--- config.mk ---
export PLATFORM = sky130hd
export DESIGN_NAME = auc_ctrl
export DESIGN_NICKNAME = d
export VERILOG_FILES = /design/src/include/auc_pkg.sv /design/src/hw/auc_fifo.sv /design/src/hw/auc_ctrl.sv
export VERILOG_INCLUDE_DIRS = /design/src /design/src/include
export SDC_FILE = /design/constraint.sdc
export NUM_CORES = 1
export LEC_CHECK = 0
export BUFFER_PORTS_ARGS = -buffer_cell sky130_fd_sc_hd__buf_2
export CORE_ASPECT_RATIO = 0.75
export CORE_MARGIN = 4
export CORE_UTILIZATION = 40
export DETAILED_ROUTE_END_ITERATION = 10
export MAX_ROUTING_LAYER = met4
export PLACE_DENSITY = 0.62
export SYNTH_ARGS = -nofsm -noshare
export SYNTH_HDL_FRONTEND = slang
export SYNTH_SLANG_ARGS = --single-unit
export TNS_END_PERCENT = 1
--- constraint.sdc ---
create_clock -name ref_clk -period 5.44 [get_ports ref_clk]
set_input_delay 0.544 -clock ref_clk [delete_from_list [all_inputs] [get_ports ref_clk]]
set_output_delay 0.544 -clock ref_clk [all_outputs]
set_load 0.05 [all_outputs]
--- src/include/auc_map.svh ---
// Named offsets, field positions, opcodes and timing figures of the converter control block.
// Assumes inclusion by bare name from every file that needs them; definitions only.
`ifndef AUC_MAP_SVH
`define AUC_MAP_SVH

// System clock period and time scaling.
`define AUC_CLK_NS 40
`define AUC_NS_PER_US 1000
`define AUC_X10 10

// Reset and start-up times.
`define AUC_POR_US 600
`define AUC_START_NORM_X10 285
`define AUC_START_TURBO_X10 1050

// Interface idle timeout, in modulator periods.
`define AUC_TIMEOUT_NORM 32760
`define AUC_TIMEOUT_TURBO 65520

// Modulator clock dividers and conversion length.
`define AUC_MOD_DIV_NORM 4
`define AUC_MOD_DIV_TURBO 2
`define AUC_CONV_TICKS 256
`define AUC_DR_MAX 3'h6

// Baud measurement over the sync byte: falling edges after the start edge, and eight bits.
`define AUC_SYNC_FALLS 3'h3
`define AUC_SYNC_SHIFT 3

// Ready pulse length, in system clock periods.
`define AUC_RDY_PULSE 2

// Command opcodes.
`define AUC_OP_RESET 7'h03
`define AUC_OP_START 7'h04
`define AUC_OP_SLEEP 7'h01
`define AUC_OP_RDATA 4'h1
`define AUC_OP_RREG 4'h2
`define AUC_OP_WREG 4'h4

// Configuration registers and fields.
`define AUC_REG_CNT 5
`define AUC_REG_MODE 3'h1
`define AUC_REG_PIN 3'h4
`define AUC_REG_NORESTART 3'h4
`define AUC_CFG_RST 8'h00
`define AUC_F_DR_HI 7
`define AUC_F_DR_LO 5
`define AUC_F_TURBO 4
`define AUC_F_CM 3
`define AUC_F_PDIR 6
`define AUC_F_PSEL 3
`define AUC_F_PDAT 2

// Frame layout: start, eight data bits, stop.
`define AUC_FRAME_LAST 4'h9

`endif

--- src/include/auc_pkg.sv ---
// Types shared by the converter control block.
// Assumes auc_map.svh supplies all numeric constants.
package auc_pkg;

	typedef enum logic [3:0] {
		CV_OFF = 4'b0001,
		CV_DLY = 4'b0010,
		CV_RUN = 4'b0100,
		CV_PUSH = 4'b1000
	} auc_conv_e;

	typedef enum logic [4:0] {
		RX_IDLE = 5'b00001,
		RX_SYNC = 5'b00010,
		RX_WAIT = 5'b00100,
		RX_DATA = 5'b01000,
		RX_STOP = 5'b10000
	} auc_rx_e;

	typedef enum logic [1:0] {
		TX_IDLE = 2'b01,
		TX_SEND = 2'b10
	} auc_tx_e;

endpackage : auc_pkg

--- src/hw/auc_fifo.sv ---
// Result buffer: a small FIFO with valid and ready on both sides and registered read data.
// Assumes DEPTH is a power of two; one clock, asynchronous active-low reset.
`timescale 1ns/1ps
module auc_fifo #(
	parameter int WIDTH = 16,
	parameter int DEPTH = 8
) (
	input wire logic ref_clk,
	input wire logic resetn,
	input wire logic in_valid,
	output logic in_ready,
	input wire logic [WIDTH-1:0] in_data,
	output logic out_valid,
	input wire logic out_ready,
	output logic [WIDTH-1:0] out_data
);
	import auc_pkg::*;
	localparam int AW = $clog2(DEPTH);

	logic [WIDTH-1:0] mem_q [DEPTH];
	logic [AW-1:0] wr_ptr_q, rd_ptr_q, rd_ptr_d;
	logic [AW:0] cnt_q;
	logic push, pop;

	// Full and empty come straight from the occupancy count.
	assign in_ready = cnt_q != (AW+1)'(DEPTH);
	assign out_valid = cnt_q != '0;
	assign push = in_valid && in_ready;
	assign pop = out_valid && out_ready;
	assign rd_ptr_d = pop ? AW'(rd_ptr_q + 1'b1) : rd_ptr_q;

	// Pointers and count; pointers wrap naturally at a power-of-two depth.
	always_ff @(posedge ref_clk or negedge resetn) begin
		if (!resetn) begin
			wr_ptr_q <= '0;
			rd_ptr_q <= '0;
			cnt_q <= '0;
		end else begin
			if (push)
				wr_ptr_q <= AW'(wr_ptr_q + 1'b1);
			rd_ptr_q <= rd_ptr_d;
			cnt_q <= cnt_q + (AW+1)'(push) - (AW+1)'(pop);
		end
	end

	// Storage has no reset so it can map onto plain memory cells.
	always_ff @(posedge ref_clk) begin
		if (push)
			mem_q[wr_ptr_q] <= in_data;
	end

	// Head word is registered; a write into an emptying buffer bypasses the array.
	always_ff @(posedge ref_clk or negedge resetn) begin
		if (!resetn)
			out_data <= '0;
		else if (push && (cnt_q - (AW+1)'(pop)) == '0)
			out_data <= in_data;
		else
			out_data <= mem_q[rd_ptr_d];
	end

endmodule : auc_fifo

--- src/hw/auc_ctrl.sv ---
// Converter control: reset sources, conversion sequencing, operating modes and the UART link.
// Assumes the link pins are synchronous to ref_clk and the analog result is stable at push.
// Functional notes
// - Power-on, pin and command resets act alike.
// - Reset restores defaults, powers down until start.
// - Power-on reset releases after 600 us.
// - Command 06h or 07h resets the device.
// - Single-shot: one conversion, then low power.
// - Register write except 04h restarts conversion.
// - Continuous: buffer result, start next at once.
// - First conversion after 28.5 or 105 clocks.
// - Sleep finishes conversion, keeps registers, answers commands.
// - Start in power-down wakes and converts.
// - Normal mode: modulator at clock over four.
// - Turbo mode: modulator twice as fast.
// - Half duplex; transmit line high when idle.
// - Ready on shared pin when output and selected.
// - Unread result: ready pulses high two clocks, in continuous mode only.
// - Frames are start, eight LSB-first bits, stop.
// - Sync byte 55h precedes every command.
// - Idle mid-command past timeout resets interface.
// - Results are 16-bit two's complement words.
// - Decode start 0000100x, sleep 0000001x.
// - Command acts at middle of stop bit.
`timescale 1ns/1ps
`include "auc_map.svh"
module auc_ctrl #(
	parameter int POR_CYCLES = (`AUC_POR_US * `AUC_NS_PER_US + `AUC_CLK_NS - 1) / `AUC_CLK_NS,
	parameter int TIMEOUT_NORM = `AUC_TIMEOUT_NORM,
	parameter int TIMEOUT_TURBO = `AUC_TIMEOUT_TURBO,
	parameter int CONV_TICKS = `AUC_CONV_TICKS,
	parameter int FIFO_DEPTH = 8
) (
	input wire logic ref_clk,
	input wire logic resetn,
	input wire logic reset_pin_n,
	input wire logic uart_rx,
	output logic uart_tx,
	input wire logic [15:0] adc_result,
	output logic conversion_ready_n,
	output logic shared_ready_pin,
	output logic shared_ready_pin_oe,
	output logic analog_on,
	output logic modulator_tick,
	output logic conversion_mode_bit,
	output logic turbo_mode,
	output logic [2:0] data_rate_field
);
	import auc_pkg::*;
	localparam int START_NORM = (`AUC_START_NORM_X10 + `AUC_X10 - 1) / `AUC_X10;
	localparam int START_TURBO = (`AUC_START_TURBO_X10 + `AUC_X10 - 1) / `AUC_X10;

	auc_conv_e conv_q;
	auc_rx_e rx_q;
	auc_tx_e tx_q;
	logic [23:0] por_cnt_q;
	logic por_busy_q, cmd_reset_q, sys_clr;
	logic [7:0] cfg_q [`AUC_REG_CNT];
	logic [1:0] mdiv_q;
	logic [19:0] cnt_q;
	logic sleep_pend_q, rdy_n_q, pulse_q, pin_q;
	logic rx_prev_q, fall, want_data_q, byte_ok, cmd_now;
	logic [15:0] rx_cnt_q, bit_per_q, tx_cnt_q;
	logic [18:0] meas_q;
	logic [2:0] falls_q, bitn_q, wr_addr_q;
	logic [7:0] sh_q, tx_hi_q, rreg_data;
	logic [16:0] to_cnt_q;
	logic is_reset, is_start, is_sleep, is_rdata, is_rreg, wr_en, start_req;
	logic [9:0] tx_sh_q;
	logic [3:0] tx_bits_q;
	logic tx_more_q, tx_load;
	logic fifo_push, fifo_in_ready, fifo_valid, fifo_pop;
	logic [15:0] fifo_data, last_q, tx_word;

	// Conversion length in system clocks for a given rate field and speed.
	function automatic logic [19:0] conv_len(input logic [2:0] dr, input logic tb);
		logic [2:0] d;
		d = (dr > `AUC_DR_MAX) ? `AUC_DR_MAX : dr;
		conv_len = 20'((CONV_TICKS << (`AUC_DR_MAX - d)) *
			(tb ? `AUC_MOD_DIV_TURBO : `AUC_MOD_DIV_NORM));
	endfunction : conv_len

	assign conversion_mode_bit = cfg_q[`AUC_REG_MODE][`AUC_F_CM];
	assign turbo_mode = cfg_q[`AUC_REG_MODE][`AUC_F_TURBO];
	assign data_rate_field = cfg_q[`AUC_REG_MODE][`AUC_F_DR_HI:`AUC_F_DR_LO];

	// Power-on hold: the whole block stays cleared until the counter runs out.
	always_ff @(posedge ref_clk or negedge resetn) begin
		if (!resetn) begin
			por_cnt_q <= '0;
			por_busy_q <= 1'b1;
		end else if (por_busy_q) begin
			if (por_cnt_q == 24'(POR_CYCLES - 1))
				por_busy_q <= 1'b0;
			else
				por_cnt_q <= por_cnt_q + 1'b1;
		end
	end

	// All three reset sources converge on one synchronous clear.
	assign sys_clr = por_busy_q | ~reset_pin_n | cmd_reset_q;

	// Command decode at the moment the stop bit is seen.
	assign byte_ok = (rx_q == RX_STOP) && (rx_cnt_q == '0) && uart_rx;
	assign cmd_now = byte_ok && !want_data_q;
	assign is_reset = cmd_now && sh_q[7:1] == `AUC_OP_RESET;
	assign is_start = cmd_now && sh_q[7:1] == `AUC_OP_START;
	assign is_sleep = cmd_now && sh_q[7:1] == `AUC_OP_SLEEP;
	assign is_rdata = cmd_now && sh_q[7:4] == `AUC_OP_RDATA;
	assign is_rreg = cmd_now && sh_q[7:4] == `AUC_OP_RREG;
	assign wr_en = byte_ok && want_data_q;
	assign start_req = is_start ||
		(wr_en && wr_addr_q != `AUC_REG_NORESTART && conv_q != CV_OFF);
	assign rreg_data = (sh_q[3:1] < 3'(`AUC_REG_CNT)) ? cfg_q[sh_q[3:1]] : `AUC_CFG_RST;

	// The reset command takes effect one clock after its stop bit.
	always_ff @(posedge ref_clk or negedge resetn) begin
		if (!resetn)
			cmd_reset_q <= 1'b0;
		else
			cmd_reset_q <= is_reset;
	end

	// Configuration registers; a nonexistent address is ignored.
	always_ff @(posedge ref_clk or negedge resetn) begin
		if (!resetn) begin
			for (int i = 0; i < `AUC_REG_CNT; i++)
				cfg_q[i] <= `AUC_CFG_RST;
		end else if (sys_clr) begin
			for (int i = 0; i < `AUC_REG_CNT; i++)
				cfg_q[i] <= `AUC_CFG_RST;
		end else if (wr_en && wr_addr_q < 3'(`AUC_REG_CNT)) begin
			cfg_q[wr_addr_q] <= sh_q;
		end
	end

	// Modulator enable: a quarter of the clock in normal mode, a half in turbo.
	always_ff @(posedge ref_clk or negedge resetn) begin
		if (!resetn)
			mdiv_q <= '0;
		else if (modulator_tick || sys_clr)
			mdiv_q <= '0;
		else
			mdiv_q <= mdiv_q + 1'b1;
	end
	assign modulator_tick = mdiv_q == (turbo_mode ? 2'(`AUC_MOD_DIV_TURBO - 1) :
		2'(`AUC_MOD_DIV_NORM - 1));

	// Conversion sequencer. Sleep only takes hold once a conversion has finished.
	always_ff @(posedge ref_clk or negedge resetn) begin
		if (!resetn) begin
			conv_q <= CV_OFF;
			cnt_q <= '0;
			sleep_pend_q <= 1'b0;
		end else if (sys_clr) begin
			conv_q <= CV_OFF;
			sleep_pend_q <= 1'b0;
		end else if (start_req) begin
			conv_q <= CV_DLY;
			cnt_q <= 20'(turbo_mode ? START_TURBO - 1 : START_NORM - 1);
			sleep_pend_q <= 1'b0;
		end else begin
			case (conv_q)
				CV_OFF: begin
					cnt_q <= '0;
				end
				CV_DLY: begin
					if (cnt_q == '0) begin
						conv_q <= CV_RUN;
						cnt_q <= conv_len(data_rate_field, turbo_mode) - 1'b1;
					end else
						cnt_q <= cnt_q - 1'b1;
				end
				CV_RUN: begin
					if (cnt_q == '0)
						conv_q <= CV_PUSH;
					else
						cnt_q <= cnt_q - 1'b1;
				end
				CV_PUSH: begin
					// A full buffer stalls completion until the host reads.
					if (fifo_in_ready) begin
						if (conversion_mode_bit && !sleep_pend_q) begin
							conv_q <= CV_RUN;
							cnt_q <= conv_len(data_rate_field, turbo_mode) - 1'b1;
						end else begin
							conv_q <= CV_OFF;
							sleep_pend_q <= 1'b0;
						end
					end
				end
				default: conv_q <= CV_OFF;
			endcase
			if (is_sleep && conv_q != CV_OFF)
				sleep_pend_q <= 1'b1;
		end
	end
	assign analog_on = conv_q != CV_OFF;

	// Results enter the buffer as sixteen-bit signed words.
	assign fifo_push = conv_q == CV_PUSH;
	assign fifo_pop = is_rdata && fifo_valid;

	auc_fifo #(
		.WIDTH(16),
		.DEPTH(FIFO_DEPTH)
	) u_fifo (
		.ref_clk(ref_clk),
		.resetn(resetn),
		.in_valid(fifo_push),
		.in_ready(fifo_in_ready),
		.in_data(adc_result),
		.out_valid(fifo_valid),
		.out_ready(fifo_pop),
		.out_data(fifo_data)
	);

	// Keep the last word sent so a read of an empty buffer repeats it.
	always_ff @(posedge ref_clk or negedge resetn) begin
		if (!resetn)
			last_q <= '0;
		else if (sys_clr)
			last_q <= '0;
		else if (fifo_pop)
			last_q <= fifo_data;
	end
	assign tx_word = fifo_valid ? fifo_data : last_q;

	// Ready goes low when a result enters the buffer, high once any word is taken for sending.
	always_ff @(posedge ref_clk or negedge resetn) begin
		if (!resetn) begin
			rdy_n_q <= 1'b1;
			pulse_q <= 1'b0;
		end else begin
			if (sys_clr)
				rdy_n_q <= 1'b1;
			else if (fifo_push && fifo_in_ready)
				rdy_n_q <= 1'b0;
			else if (fifo_pop)
				rdy_n_q <= 1'b1;
			pulse_q <= conv_q == CV_RUN && conversion_mode_bit && !rdy_n_q &&
				cnt_q <= 20'(`AUC_RDY_PULSE) && cnt_q != '0;
		end
	end
	assign conversion_ready_n = rdy_n_q | pulse_q;

	// The shared pin carries ready only when it is an output and selected.
	always_ff @(posedge ref_clk or negedge resetn) begin
		if (!resetn)
			pin_q <= 1'b0;
		else if (cfg_q[`AUC_REG_PIN][`AUC_F_PSEL])
			pin_q <= rdy_n_q | pulse_q;
		else
			pin_q <= cfg_q[`AUC_REG_PIN][`AUC_F_PDAT];
	end
	assign shared_ready_pin = pin_q;
	assign shared_ready_pin_oe = cfg_q[`AUC_REG_PIN][`AUC_F_PDIR];

	// Idle timeout counts modulator periods with no line activity mid-command.
	always_ff @(posedge ref_clk or negedge resetn) begin
		if (!resetn)
			to_cnt_q <= '0;
		else if (rx_q == RX_IDLE || rx_prev_q != uart_rx || sys_clr)
			to_cnt_q <= '0;
		else if (modulator_tick)
			to_cnt_q <= to_cnt_q + 1'b1;
	end

	// Receiver: measure the sync byte, then sample each bit in its middle.
	assign fall = rx_prev_q && !uart_rx;
	always_ff @(posedge ref_clk or negedge resetn) begin
		if (!resetn) begin
			rx_q <= RX_IDLE;
			rx_prev_q <= 1'b1;
			rx_cnt_q <= '0;
			bit_per_q <= 16'h0001;
			meas_q <= '0;
			falls_q <= '0;
			bitn_q <= '0;
			sh_q <= '0;
			want_data_q <= 1'b0;
			wr_addr_q <= '0;
		end else begin
			rx_prev_q <= uart_rx;
			if (sys_clr || to_cnt_q >= 17'(turbo_mode ? TIMEOUT_TURBO : TIMEOUT_NORM)) begin
				rx_q <= RX_IDLE;
				want_data_q <= 1'b0;
			end else begin
				case (rx_q)
					RX_IDLE: begin
						if (fall) begin
							rx_q <= RX_SYNC;
							meas_q <= '0;
							falls_q <= '0;
						end
					end
					RX_SYNC: begin
						meas_q <= meas_q + 1'b1;
						if (fall) begin
							if (falls_q == `AUC_SYNC_FALLS) begin
								bit_per_q <= 16'((meas_q + 1'b1) >> `AUC_SYNC_SHIFT);
								rx_q <= RX_WAIT;
							end else
								falls_q <= falls_q + 1'b1;
						end
					end
					RX_WAIT: begin
						if (fall) begin
							rx_q <= RX_DATA;
							rx_cnt_q <= bit_per_q + (bit_per_q >> 1) - 1'b1;
							bitn_q <= '0;
						end
					end
					RX_DATA: begin
						if (rx_cnt_q == '0) begin
							sh_q <= {uart_rx, sh_q[7:1]};
							rx_cnt_q <= bit_per_q - 1'b1;
							bitn_q <= bitn_q + 1'b1;
							if (bitn_q == 3'h7)
								rx_q <= RX_STOP;
						end else
							rx_cnt_q <= rx_cnt_q - 1'b1;
					end
					RX_STOP: begin
						if (rx_cnt_q != '0)
							rx_cnt_q <= rx_cnt_q - 1'b1;
						else if (cmd_now && sh_q[7:4] == `AUC_OP_WREG) begin
							rx_q <= RX_WAIT;
							want_data_q <= 1'b1;
							wr_addr_q <= sh_q[3:1];
						end else begin
							// A bad stop bit drops the command; the next needs a fresh sync.
							rx_q <= RX_IDLE;
							want_data_q <= 1'b0;
						end
					end
					default: rx_q <= RX_IDLE;
				endcase
			end
		end
	end

	// Transmitter: ten-bit frames, words low byte first, line high when idle.
	assign tx_load = (is_rdata || is_rreg) && tx_q == TX_IDLE;
	always_ff @(posedge ref_clk or negedge resetn) begin
		if (!resetn) begin
			tx_q <= TX_IDLE;
			tx_sh_q <= '1;
			tx_bits_q <= '0;
			tx_cnt_q <= '0;
			tx_hi_q <= '0;
			tx_more_q <= 1'b0;
		end else if (sys_clr) begin
			tx_q <= TX_IDLE;
			tx_sh_q <= '1;
			tx_more_q <= 1'b0;
		end else begin
			case (tx_q)
				TX_IDLE: begin
					if (tx_load) begin
						tx_q <= TX_SEND;
						tx_sh_q <= {1'b1, is_rdata ? tx_word[7:0] : rreg_data, 1'b0};
						tx_hi_q <= tx_word[15:8];
						tx_more_q <= is_rdata;
						tx_bits_q <= `AUC_FRAME_LAST;
						tx_cnt_q <= bit_per_q - 1'b1;
					end
				end
				TX_SEND: begin
					if (tx_cnt_q != '0)
						tx_cnt_q <= tx_cnt_q - 1'b1;
					else begin
						tx_cnt_q <= bit_per_q - 1'b1;
						tx_bits_q <= tx_bits_q - 1'b1;
						tx_sh_q <= {1'b1, tx_sh_q[9:1]};
						if (tx_bits_q == '0) begin
							if (tx_more_q) begin
								tx_sh_q <= {1'b1, tx_hi_q, 1'b0};
								tx_bits_q <= `AUC_FRAME_LAST;
								tx_more_q <= 1'b0;
							end else
								tx_q <= TX_IDLE;
						end
					end
				end
				default: tx_q <= TX_IDLE;
			endcase
		end
	end
	assign uart_tx = tx_sh_q[0];

	// Helper: cycles spent in the start delay, checked against the figure.
	logic [7:0] dly_seen_q;
	always_ff @(posedge ref_clk or negedge resetn) begin
		if (!resetn)
			dly_seen_q <= '0;
		else if (conv_q != CV_DLY || start_req)
			dly_seen_q <= '0;
		else
			dly_seen_q <= dly_seen_q + 1'b1;
	end

	a_reset_defaults: assert property (@(posedge ref_clk) disable iff (!resetn)
		sys_clr |=> conv_q == CV_OFF && !conversion_mode_bit && !analog_on)
		else $error("reset did not restore power-down defaults");
	a_cmd_reset: assert property (@(posedge ref_clk) disable iff (!resetn)
		is_reset |-> ##2 conv_q == CV_OFF && cfg_q[`AUC_REG_MODE] == `AUC_CFG_RST)
		else $error("reset command had no effect");
	a_start_delay: assert property (@(posedge ref_clk) disable iff (!resetn)
		conv_q == CV_DLY && $past(conv_q) == CV_DLY && !sys_clr && !start_req &&
		cnt_q == '0 |-> dly_seen_q == 8'(turbo_mode ? START_TURBO - 1 : START_NORM - 1))
		else $error("start delay length wrong");
	a_single_shot: assert property (@(posedge ref_clk) disable iff (!resetn)
		conv_q == CV_PUSH && fifo_in_ready && !conversion_mode_bit && !start_req &&
		!sys_clr |=> conv_q == CV_OFF && !analog_on)
		else $error("single-shot did not return to low power");
	a_cont_next: assert property (@(posedge ref_clk) disable iff (!resetn)
		conv_q == CV_PUSH && fifo_in_ready && conversion_mode_bit && !sleep_pend_q &&
		!is_sleep && !start_req && !sys_clr |=> conv_q == CV_RUN ##1 conv_q == CV_RUN)
		else $error("continuous mode did not restart");
	a_sleep_finish: assert property (@(posedge ref_clk) disable iff (!resetn)
		is_sleep && conv_q == CV_RUN && !sys_clr |=> conv_q inside {CV_RUN, CV_PUSH})
		else $error("sleep cut a conversion short");
	a_wreg_restart: assert property (@(posedge ref_clk) disable iff (!resetn)
		wr_en && wr_addr_q != `AUC_REG_NORESTART && conv_q == CV_RUN && !sys_clr
		|=> conv_q == CV_DLY)
		else $error("register write did not restart conversion");
	a_tx_frame: assert property (@(posedge ref_clk) disable iff (!resetn)
		$rose(tx_q == TX_SEND) |-> !uart_tx)
		else $error("frame did not open with a low start bit");
	a_tx_idle_high: assert property (@(posedge ref_clk) disable iff (!resetn)
		tx_q == TX_IDLE && $past(tx_q) == TX_IDLE |-> uart_tx)
		else $error("transmit line low while idle");
	a_timeout_idle: assert property (@(posedge ref_clk) disable iff (!resetn)
		rx_q != RX_IDLE && to_cnt_q >= 17'(turbo_mode ? TIMEOUT_TURBO : TIMEOUT_NORM)
		|=> rx_q == RX_IDLE)
		else $error("interface not reset after timeout");
	a_ready_push: assert property (@(posedge ref_clk) disable iff (!resetn)
		fifo_push && fifo_in_ready && !fifo_pop && !sys_clr |=>
		!rdy_n_q ##1 (!rdy_n_q || $past(fifo_pop || sys_clr)))
		else $error("ready not asserted after a new result");

	c_two_results: cover property (@(posedge ref_clk) disable iff (!resetn)
		fifo_push ##[1:1000] conv_q == CV_RUN ##[1:1000] fifo_push);
	c_read_word: cover property (@(posedge ref_clk) disable iff (!resetn)
		is_rdata ##1 tx_q == TX_SEND);
	c_sleep: cover property (@(posedge ref_clk) disable iff (!resetn)
		sleep_pend_q ##1 conv_q == CV_OFF);
	c_timeout: cover property (@(posedge ref_clk) disable iff (!resetn)
		rx_q == RX_WAIT ##1 rx_q == RX_IDLE);

endmodule : auc_ctrl

==> results.toml, run 1 <==
[detailed_routing]
wl_per_cell_um = 18.3
final_antenna_net_count = 0
drcViolationCount = 0
drt-total-wl_um = 51600
drt-initial-drc-count = 1543
first_pass_iters = 5
routed_via_density = 5.61
num_vias = 15900

[sta]
post-route-period-util = 0.816
period_minus_slack_ps = 4440
skew_ps = 20.3
final-setup-viol-count = 0
max_freq_mhz = 225
rsz0062_at_grt = "no"
whs_ps = -44.0
finalHoldViolCount = 14
worst_slew_pin_slew_ps = 1270
slew_viol_final = 0
setup_tns_ps = 0
relSlewSlack = 0.145

[clocking]
clk_latency_ps = 570
root_buffer = "clkbuf_16"
h-tree-depth = 2
cts_inserted_buffers = 42
cts_hold_buf = 0
clk_pin_slew_worst_paths_ps = 60
cts_buffer_depth = 3
clkSinkCount = 398
post_cts_resized = 0
cts_tree = "done"
cts_setup_buffers = 0

[yosys]
ys_warn_count = 0
avgSynthCellArea_um2 = 10.3
synth_compound_gate_area_share = 0.126
synth_xor_xnor_area_share = 0.0422
syn_area_um2 = 21600
synth_top_area_cell = "dfrtp_1"
synth_top_family_by_area = "simple AND/OR/NAND/NOR gates"
synth_flop_cell = "dfrtp_1"
synth_fa_ha_area_frac = 0.0526
async_flop_share = 0.678
synth_top_cell_area_share = 0.294
syn_inst = 2097
ys_top_cells_by_area = "dfrtp_1 (29%), edfxtp_1 (18%), mux2i_1 (4.7%)"
synth_common_cells = "dfrtp_1 (254), nand2_1 (217), nor2_1 (189), o21ai_0 (136), edfxtp_1 (128)"
seq_area_frac_synth = 0.492
synth-edff-count = 128
synthMuxAreaShare = 0.0875
synth-simple-area-share = 0.160
yosys.cell_count.top_type = "dfrtp_1"
synth_cell_types = 84
synth_seq_cells = 398

[outcome]
violations = "negative hold slack"
status = "complete, but fails checks"

[die]
pin_count = 31
die_w_um = 276
start_util = 0.406
core_um2 = 53200
die_y_um = 209
rows = 73
die_area_um2 = 57800

[pwr]
p_per_area_nw_per_um2 = 261
seqPwrFrac = 0.504
pwr-share-comb = 0.029
p_switching_w = 0.00139
p_clk_frac = 0.468
intPower_w = 0.00483
ir_drop_mv = 0.257
p_sw_frac = 0.224
p_leak_nw = 10.0

[layout]
final_nets = 2190
nFillCells = 4930
multi_input_area_um2 = 10200
area_growth_pct = 10.4
final_area_um2 = 23800
antenna_cells = 0
seq_area_um2 = 10600
layout-drive-gt1-share = 0.108

[flow_run]
cap_viol_max_count = 0

[place]
postPlaceCellArea_um2 = 22500
port_buffers = 30
dp_hpwl_um = 35000
place.gp.congestion = 0.894

[setup_path]
critPathMaxFanout = 16
cp-start-kind = "flip-flop"
critPathArrivalTime_ps = 4870
crit_path_end_kind = "flip-flop"
critPathRequiredTime_ps = 5870
critPathKind = "reg2reg"

[hold_path]
hp-class = "in2async"

[global_routing]
antenna_found_initial = 0
grt_pass1_vias = 15500
grt.total_usage = 0.182
grt_max_degree = 113
grt_first_pass_wirelength_um = 84800
globalRoute.totalOverflow = 0
cell type report:
class,instances,area share
multi-input cells,1483,0.427
clock inverters,24,0.0113
clock buffers,50,0.0466
flip-flops and latches,398,0.446
well taps,712,0.0374
inverters,99,0.0156
repair buffers,60,0.0167
stage by stage:
step,util,cells,worst slack (ps),hold WS [ps],total power [W]
finish,0.448,2826,999,-44.0,0.00622
global route,0.448,2826,701,57.4,0.00643
CTS,0.448,2826,1010,61.7,0.00629
detailed placement,0.422,2752,1020,471,0.00337
global placement,0.422,2752,1180,456,0.00336
floorplan,-,2098,1540,248,0.00327
worst max-delay path, stage by stage, from the launching register on:
cell and delay (ps):
dfrtp_1 390, inv_1 100, ha_1 210, nor4b_4 480, nand4_1 140, buf_4 220, or3_1 360, nor3_1 390
ha_1 330, ha_1 190, xor2_1 170, nor3_1 60, and3_1 170, or3_1 670, a211oi_1 340, a21oi_1 90
cell usage in the layout, fill, tap and decap left out, drive strengths merged, types with 18 or more instances in the layout:
master	count
or3	18
xor2	40
nand2	217
o21ai	138
nand4	22
nor3	60
nand3	55
and3	24
ha	78
clkbuf	50
mux4	32
and2	24
o22ai	23
xnor2	64
nor4	20
nor2	189
buf	60
edfxtp	128
dfrtp	254
inv	100
mux2i	101
a211oi	26
o31ai	19
a21oi	119
state kept, by name, summed over array words and instances (netlist names), 17 cells and up:
| name | count |
|---|---|
| cfg_q | 34 |
| meas_q | 19 |
| cnt_q | 20 |
| por_cnt_q | 24 |
| u_fifo.mem_q | 128 |
| to_cnt_q | 17 |
cell families after synthesis:
| kind of cell | Yosys count |
|---|---|
| AO/OA/AOI/OAI | 434 |
| multiplexers | 147 |
| XOR/XNOR | 104 |
| other | 2 |
| adder cells (fa/ha/maj) | 86 |
| flip-flops | 398 |
| AND/OR/NAND/NOR | 709 |
| buffers and inverters | 217 |
routing by layer:
metal,GRT usage,routed length (um),part of all wire,up-vias
li1,-,-,-,7507
met1,0.274,25700,0.50,7861
met2,0.264,22300,0.43,429
met3,0.0268,2810,0.054,68
met4,0.0357,821,0.016,0
met5,-,0,0,-
final timing paths:
path	from	to	slack, ps	cells past startpoint
min in group ref_clk	uart_rx	rx_prev_q	120	1
max reg2reg	rx_cnt_q[1]	u_fifo.out_data[15]	1000	15
min reg2reg	por_cnt_q[23]	por_cnt_q[23]	480	1
min	resetn	por_cnt_q[13]	-40	1
max	rx_cnt_q[1]	u_fifo.out_data[15]	1000	15
max in group asynchronous	resetn	u_fifo.rd_ptr_q[0]	4040	2
power groups by stage:
stage | Clock (W) | Sequential, W | Combinational, W
final | 0.00291 | 0.00313 | 0.000178
after global placement | 0 | 0.00319 | 0.000178
after floorplan | 0 | 0.00318 | 0.0000878
after global routing | 0.00310 | 0.00313 | 0.000203
after detailed placement | 0 | 0.00319 | 0.000182
after CTS | 0.00297 | 0.00313 | 0.000183
(Power assumes the default switching activity.)
==> run 2: changes to the inputs <==
--- a/config.mk
+++ b/config.mk
@@ -12,7 +12,7 @@
 export CORE_UTILIZATION = 40
 export DETAILED_ROUTE_END_ITERATION = 10
 export MAX_ROUTING_LAYER = met4
-export PLACE_DENSITY = 0.62
+export PLACE_DENSITY = 0.64
 export SYNTH_ARGS = -nofsm -noshare
 export SYNTH_HDL_FRONTEND = slang
 export SYNTH_SLANG_ARGS = --single-unit
==> constraint.sdc (replaced) <==
create_clock -name ref_clk -period 3.6 [get_ports ref_clk]
set_input_delay 0.36 -clock ref_clk [delete_from_list [all_inputs] [get_ports ref_clk]]
set_output_delay 0.36 -clock ref_clk [all_outputs]
set_load 0.05 [all_outputs]
==> results.toml, run 2 (synthesis results as in run 1) <==
[die]
die_w_um = 276
pin_count = 31
die_y_um = 209
start_util = 0.406
core_um2 = 53200
die_area_um2 = 57800
rows = 73

[setup_path]
critPathRequiredTime_ps = 4040
path_delay_family = "simple AND/OR/NAND/NOR gates"
max_stage_delay_ps = 420
critPathArrivalTime_ps = 3890
crit_top_cell = "ha_2"
critPathMaxFanout = 16
slowest_stage = "or3_4"
critPathBufInv = 2
critPathKind = "reg2reg"
crit_path_end_kind = "flip-flop"
critical_path.cell_chain = "inv_1 > ha_2 > nor4b_4 > nand4_1 > or3_4 > nor3_4 > ha_2 > ha_1 > xor2_1 > nor3_1 > and3_1 > or3_1 > buf_12 > a211oi_1 > a21oi_1"
cp-start-kind = "flip-flop"

[pwr]
p_total_w = 0.00933
seqPwrFrac = 0.507
p_per_area_nw_per_um2 = 384
pwr-share-comb = 0.031
p_clk_frac = 0.463
intPower_w = 0.00728
p_sw_frac = 0.221
ir_drop_mv = 0.446
p_switching_w = 0.00206
p_leak_nw = 10.2

[detailed_routing]
drt-initial-drc-count = 1305
drcViolationCount = 0
routed_via_density = 5.58
wl_per_cell_um = 17.7
num_vias = 16000
drt-total-wl_um = 50900
final_antenna_net_count = 0
first_pass_iters = 6

[sta]
worst_slew_pin_slew_ps = 1020
period_minus_slack_ps = 3440
slew_viol_final = 0
setup_tns_ps = 0
skew_ps = 28.8
max_freq_mhz = 291
rsz0062_at_grt = "yes"
relSlewSlack = 0.318
finalHoldViolCount = 0
post-route-period-util = 0.956
fin_ws_ps = 158
final-setup-viol-count = 0

[layout]
layout-drive-gt1-share = 0.135
nFillCells = 4853
final_nets = 2236
antenna_cells = 0
top_regs = "u_fifo.mem_q: 128 flops, cfg_q: 34 flops, por_cnt_q: 24 flops"
multi_input_area_um2 = 10300
area_growth_pct = 12.5
final_common_cell = "dfrtp_1"
layout_common_cells = "dfrtp_1 (250), nand2_1 (217), nor2_1 (188)"
regMostFlops = "u_fifo.mem_q"
finish.utilization = 0.456
finalNonFillerCells = 2874
largest_reg_flops = 128
seq_area_um2 = 10600

[clocking]
clk_pin_slew_worst_paths_ps = 60
cts_tree = "done"
cts_buffer_depth = 3
root_buffer = "clkbuf_16"
h-tree-depth = 2
clkSinkCount = 398
clk_latency_ps = 570
cts_inserted_buffers = 40

[place]
place_inst = 2797
place.gp.congestion = 0.895
dp_hpwl_um = 34900
dp_slack_ps = 63.9
port_buffers = 30

[global_routing]
grt_first_pass_wirelength_um = 83500
grt.total_usage = 0.179
globalRoute.totalOverflow = 0
grt_pass1_vias = 15200
antenna_found_initial = 0
grt_max_degree = 99

[flow_run]
cap_viol_max_count = 0

[hold_path]
hp-class = "in2reg"

[outcome]
status = "finished clean"
run 2: metrics by stage:
step	hold WS (ps)	area [um^2]
2_1_floorplan	64.4	21700
3_5_place_dp	450	22900
6_report	93.0	24300
3_3_place_gp	452	22900
5_1_grt	63.7	24300
4_1_cts	50.8	24300
run 2: per-layer routing:
layer  part of all wire  up-vias  GRT usage  wire length [um]
met4              0.016        0     0.0376               818
met2               0.43      435      0.262             22100
met1               0.49     7925      0.263             24900
li1                   -     7605          -                 -
met3              0.060       59     0.0301              3080
met5                  0        -          -                 0
run 2: final timing paths:
| path | start | to | slack [ps] | depth (start not counted) |
|---|---|---|---|---|
| worst max-delay path | rx_cnt_q[1] | u_fifo.out_data[15] | 160 | 15 |
| min in group asynchronous | resetn | por_cnt_q[8] | 400 | 2 |
| worst min register to register | por_cnt_q[13] | por_cnt_q[13] | 470 | 1 |
| worst min-delay path | adc_result[10] | u_fifo.mem_q[1][10] | 90 | 1 |
| worst max register to register | rx_cnt_q[1] | u_fifo.out_data[15] | 160 | 15 |
| max in group asynchronous | resetn | rdy_n_q | 2180 | 3 |
run 2: repair_timing:
item | in CTS | in global routing
setup buffers | 0 | 1
hold buffers | 2 | 0
gates resized for setup | 0 | 9
hold endpoints to repair | 86 | 0
endpoints found under the setup margin | 0 | 19
run 2: worst register-to-register path: cells and delay by family (launching register included):
family                   cells  cell delay (ps)
XOR/XNOR                     1              150
AO/OA/AOI/OAI                2              300
adder cells (fa/ha/maj)      3              590
flip-flops                   1              400
buffers and inverters        2              280
AND/OR/NAND/NOR              7             1620
run 2: final cells by class:
type / count / area share
Sequential cell: 398 / 0.437
Multi-Input combinational cell: 1483 / 0.422
Clock buffer: 57 / 0.0463
Tap cell: 712 / 0.0367
Timing Repair Buffer: 108 / 0.0324
Inverter: 99 / 0.0153
Clock inverter: 17 / 0.00958
run 2: power groups by stage:
stage	Sequential, W	Clock [W]	Combinational (W)
after floorplan	0.00481	0	0.000133
after global placement	0.00481	0	0.000282
after detailed placement	0.00482	0	0.000289
after CTS	0.00473	0.00444	0.000292
after global routing	0.00473	0.00462	0.000326
final	0.00473	0.00432	0.000288
==> run 3: changes to the inputs <==
--- a/config.mk
+++ b/config.mk
@@ -12,7 +12,7 @@
 export CORE_UTILIZATION = 40
 export DETAILED_ROUTE_END_ITERATION = 10
 export MAX_ROUTING_LAYER = met4
-export PLACE_DENSITY = 0.64
+export PLACE_DENSITY = 0.62
 export SYNTH_ARGS = -nofsm -noshare
 export SYNTH_HDL_FRONTEND = slang
 export SYNTH_SLANG_ARGS = --single-unit
==> constraint.sdc (replaced) <==
create_clock -name ref_clk -period 3.62 [get_ports ref_clk]
set_input_delay 0.362 -clock ref_clk [delete_from_list [all_inputs] [get_ports ref_clk]]
set_output_delay 0.362 -clock ref_clk [all_outputs]
set_load 0.05 [all_outputs]
==> results.toml, run 3 (synthesis results as in run 1) <==
[outcome]
status = "finished clean"

[sta]
period_minus_slack_ps = 3450
final-setup-viol-count = 0
max_freq_mhz = 290
post-route-period-util = 0.954
skew_ps = 31.9
setup_tns_ps = 0
relSlewSlack = 0.299
finalHoldViolCount = 0
slew_viol_final = 0
worst_slew_pin_slew_ps = 1050
fin_ws_ps = 166
whs_ps = 68.5

[pwr]
p_total_w = 0.00944
p_leak_nw = 10.3
p_per_area_nw_per_um2 = 386
ir_drop_mv = 0.354

[detailed_routing]
wl_per_cell_um = 18.1
final_antenna_net_count = 0
first_pass_iters = 5
drt-initial-drc-count = 1320
drt-total-wl_um = 52100
num_vias = 15900
drcViolationCount = 0
routed_via_density = 5.51

[setup_path]
critPathRequiredTime_ps = 4110
critPathArrivalTime_ps = 3940
crit_path_end_kind = "flip-flop"
critPathKind = "reg2reg"
cp-start-kind = "flip-flop"
critPathMaxFanout = 9

[die]
core_um2 = 53200
start_util = 0.406
die_area_um2 = 57800
rows = 73
die_y_um = 209
die_w_um = 276
pin_count = 31

[clocking]
clk_latency_ps = 600
h-tree-depth = 2
cts_inserted_buffers = 43
clk_pin_slew_worst_paths_ps = 60
cts_tree = "done"
cts_buffer_depth = 3
root_buffer = "clkbuf_16"
clkSinkCount = 398

[layout]
layout-drive-gt1-share = 0.141
final_common_cell = "dfrtp_1"
layout_common_cells = "dfrtp_1 (250), nand2_1 (217), nor2_1 (187)"
largest_reg_flops = 128
seq_area_um2 = 10600
final_nets = 2241
nFillCells = 4914
regMostFlops = "u_fifo.mem_q"
multi_input_area_um2 = 10300
top_regs = "u_fifo.mem_q: 128 flops, cfg_q: 34 flops, por_cnt_q: 24 flops"
area_growth_pct = 13.1
antenna_cells = 0

[global_routing]
grt.total_usage = 0.184
grt_first_pass_wirelength_um = 85100
globalRoute.totalOverflow = 0
grt_pass1_vias = 15400
antenna_found_initial = 0
grt_max_degree = 87

[place]
dp_hpwl_um = 35300
dp_slack_ps = -0.603
place.gp.congestion = 0.895
port_buffers = 30

[hold_path]
hp-class = "in2reg"

[flow_run]
cap_viol_max_count = 0
-- run 3: changes by cell type in the layout (fill, tap and decap cells not counted), moves of 2 or more --
cell       before  now
inv_16          0    2
clkinv_1        1    6
clkinv_2        5    8
inv_1          97   95
clkbuf_16      40   43
a211oi_1       14   11
clkbuf_1       11    7
a211oi_2       11   14
clkinv_8        3    0
bufinv_16       4    2
inv_6           0    2
inv_2           1    3
-- run 3: where the power goes --
| group | internal [W] | switching (W) |
|---|---|---|
| Combinational | 0.0000793 | 0.000207 |
| Sequential | 0.00468 | 0.0000233 |
| Clock | 0.00251 | 0.00194 |
-- run 3: what timing repair did --
action | 4_1_cts | 5_1_grt
resized for setup | 1 | 18
hold endpoints to repair | 74 | 0
setup buffers | 0 | 1
hold buffers | 2 | 0
endpoints found under the setup margin | 1 | 20
pin swaps | 0 | 6
-- run 3: final cells by class --
type / instances / share of cell area
inverters: 99 / 0.0152
clock buffers: 57 / 0.0491
well taps: 712 / 0.0365
multi-input cells: 1483 / 0.421
flip-flops and latches: 398 / 0.435
repair buffers: 110 / 0.0334
clock inverters: 23 / 0.00938
-- run 3: routing by layer --
metal / global-route usage / vias up / wire, um
li1: - / 7594 / -
met5: - / - / 0
met2: 0.270 / 416 / 22500
met4: 0.0409 / 0 / 970
met1: 0.272 / 7797 / 25800
met3: 0.0265 / 69 / 2820
-- run 3: path summary, 6_finish.rpt --
check | startpoint | end | depth (start not counted) | slack (ps)
worst max register to register | data_rate_field[0] | cnt_q[18] | 12 | 170
min in group asynchronous | resetn | conversion_mode_bit | 2 | 400
worst max-delay path | data_rate_field[0] | cnt_q[18] | 12 | 170
worst min-delay path | adc_result[9] | u_fifo.mem_q[7][9] | 1 | 70
max in group asynchronous | resetn | tx_sh_q[0] | 3 | 2290
worst min register to register | por_cnt_q[13] | por_cnt_q[13] | 1 | 460
-- run 3: critical path, stage by stage, from the launching register on --
cell,delay (ps)
dfrtp_1,500
inv_1,140
nor2_1,160
nand2_1,110
fa_1,480
ha_1,310
ha_1,340
nor2b_1,160
o31a_1,260
o41ai_1,330
xor2_1,210
o32ai_1,110
a22o_1,230
-- run 3: stage by stage --
step / cells / cell area, um^2 / utilization
floorplan: 2098 / 21700 / -
global placement: 2799 / 22900 / 0.430
detailed placement: 2799 / 22900 / 0.430
CTS: 2881 / 24400 / 0.457
global route: 2882 / 24400 / 0.459
finish: 2882 / 24400 / 0.459
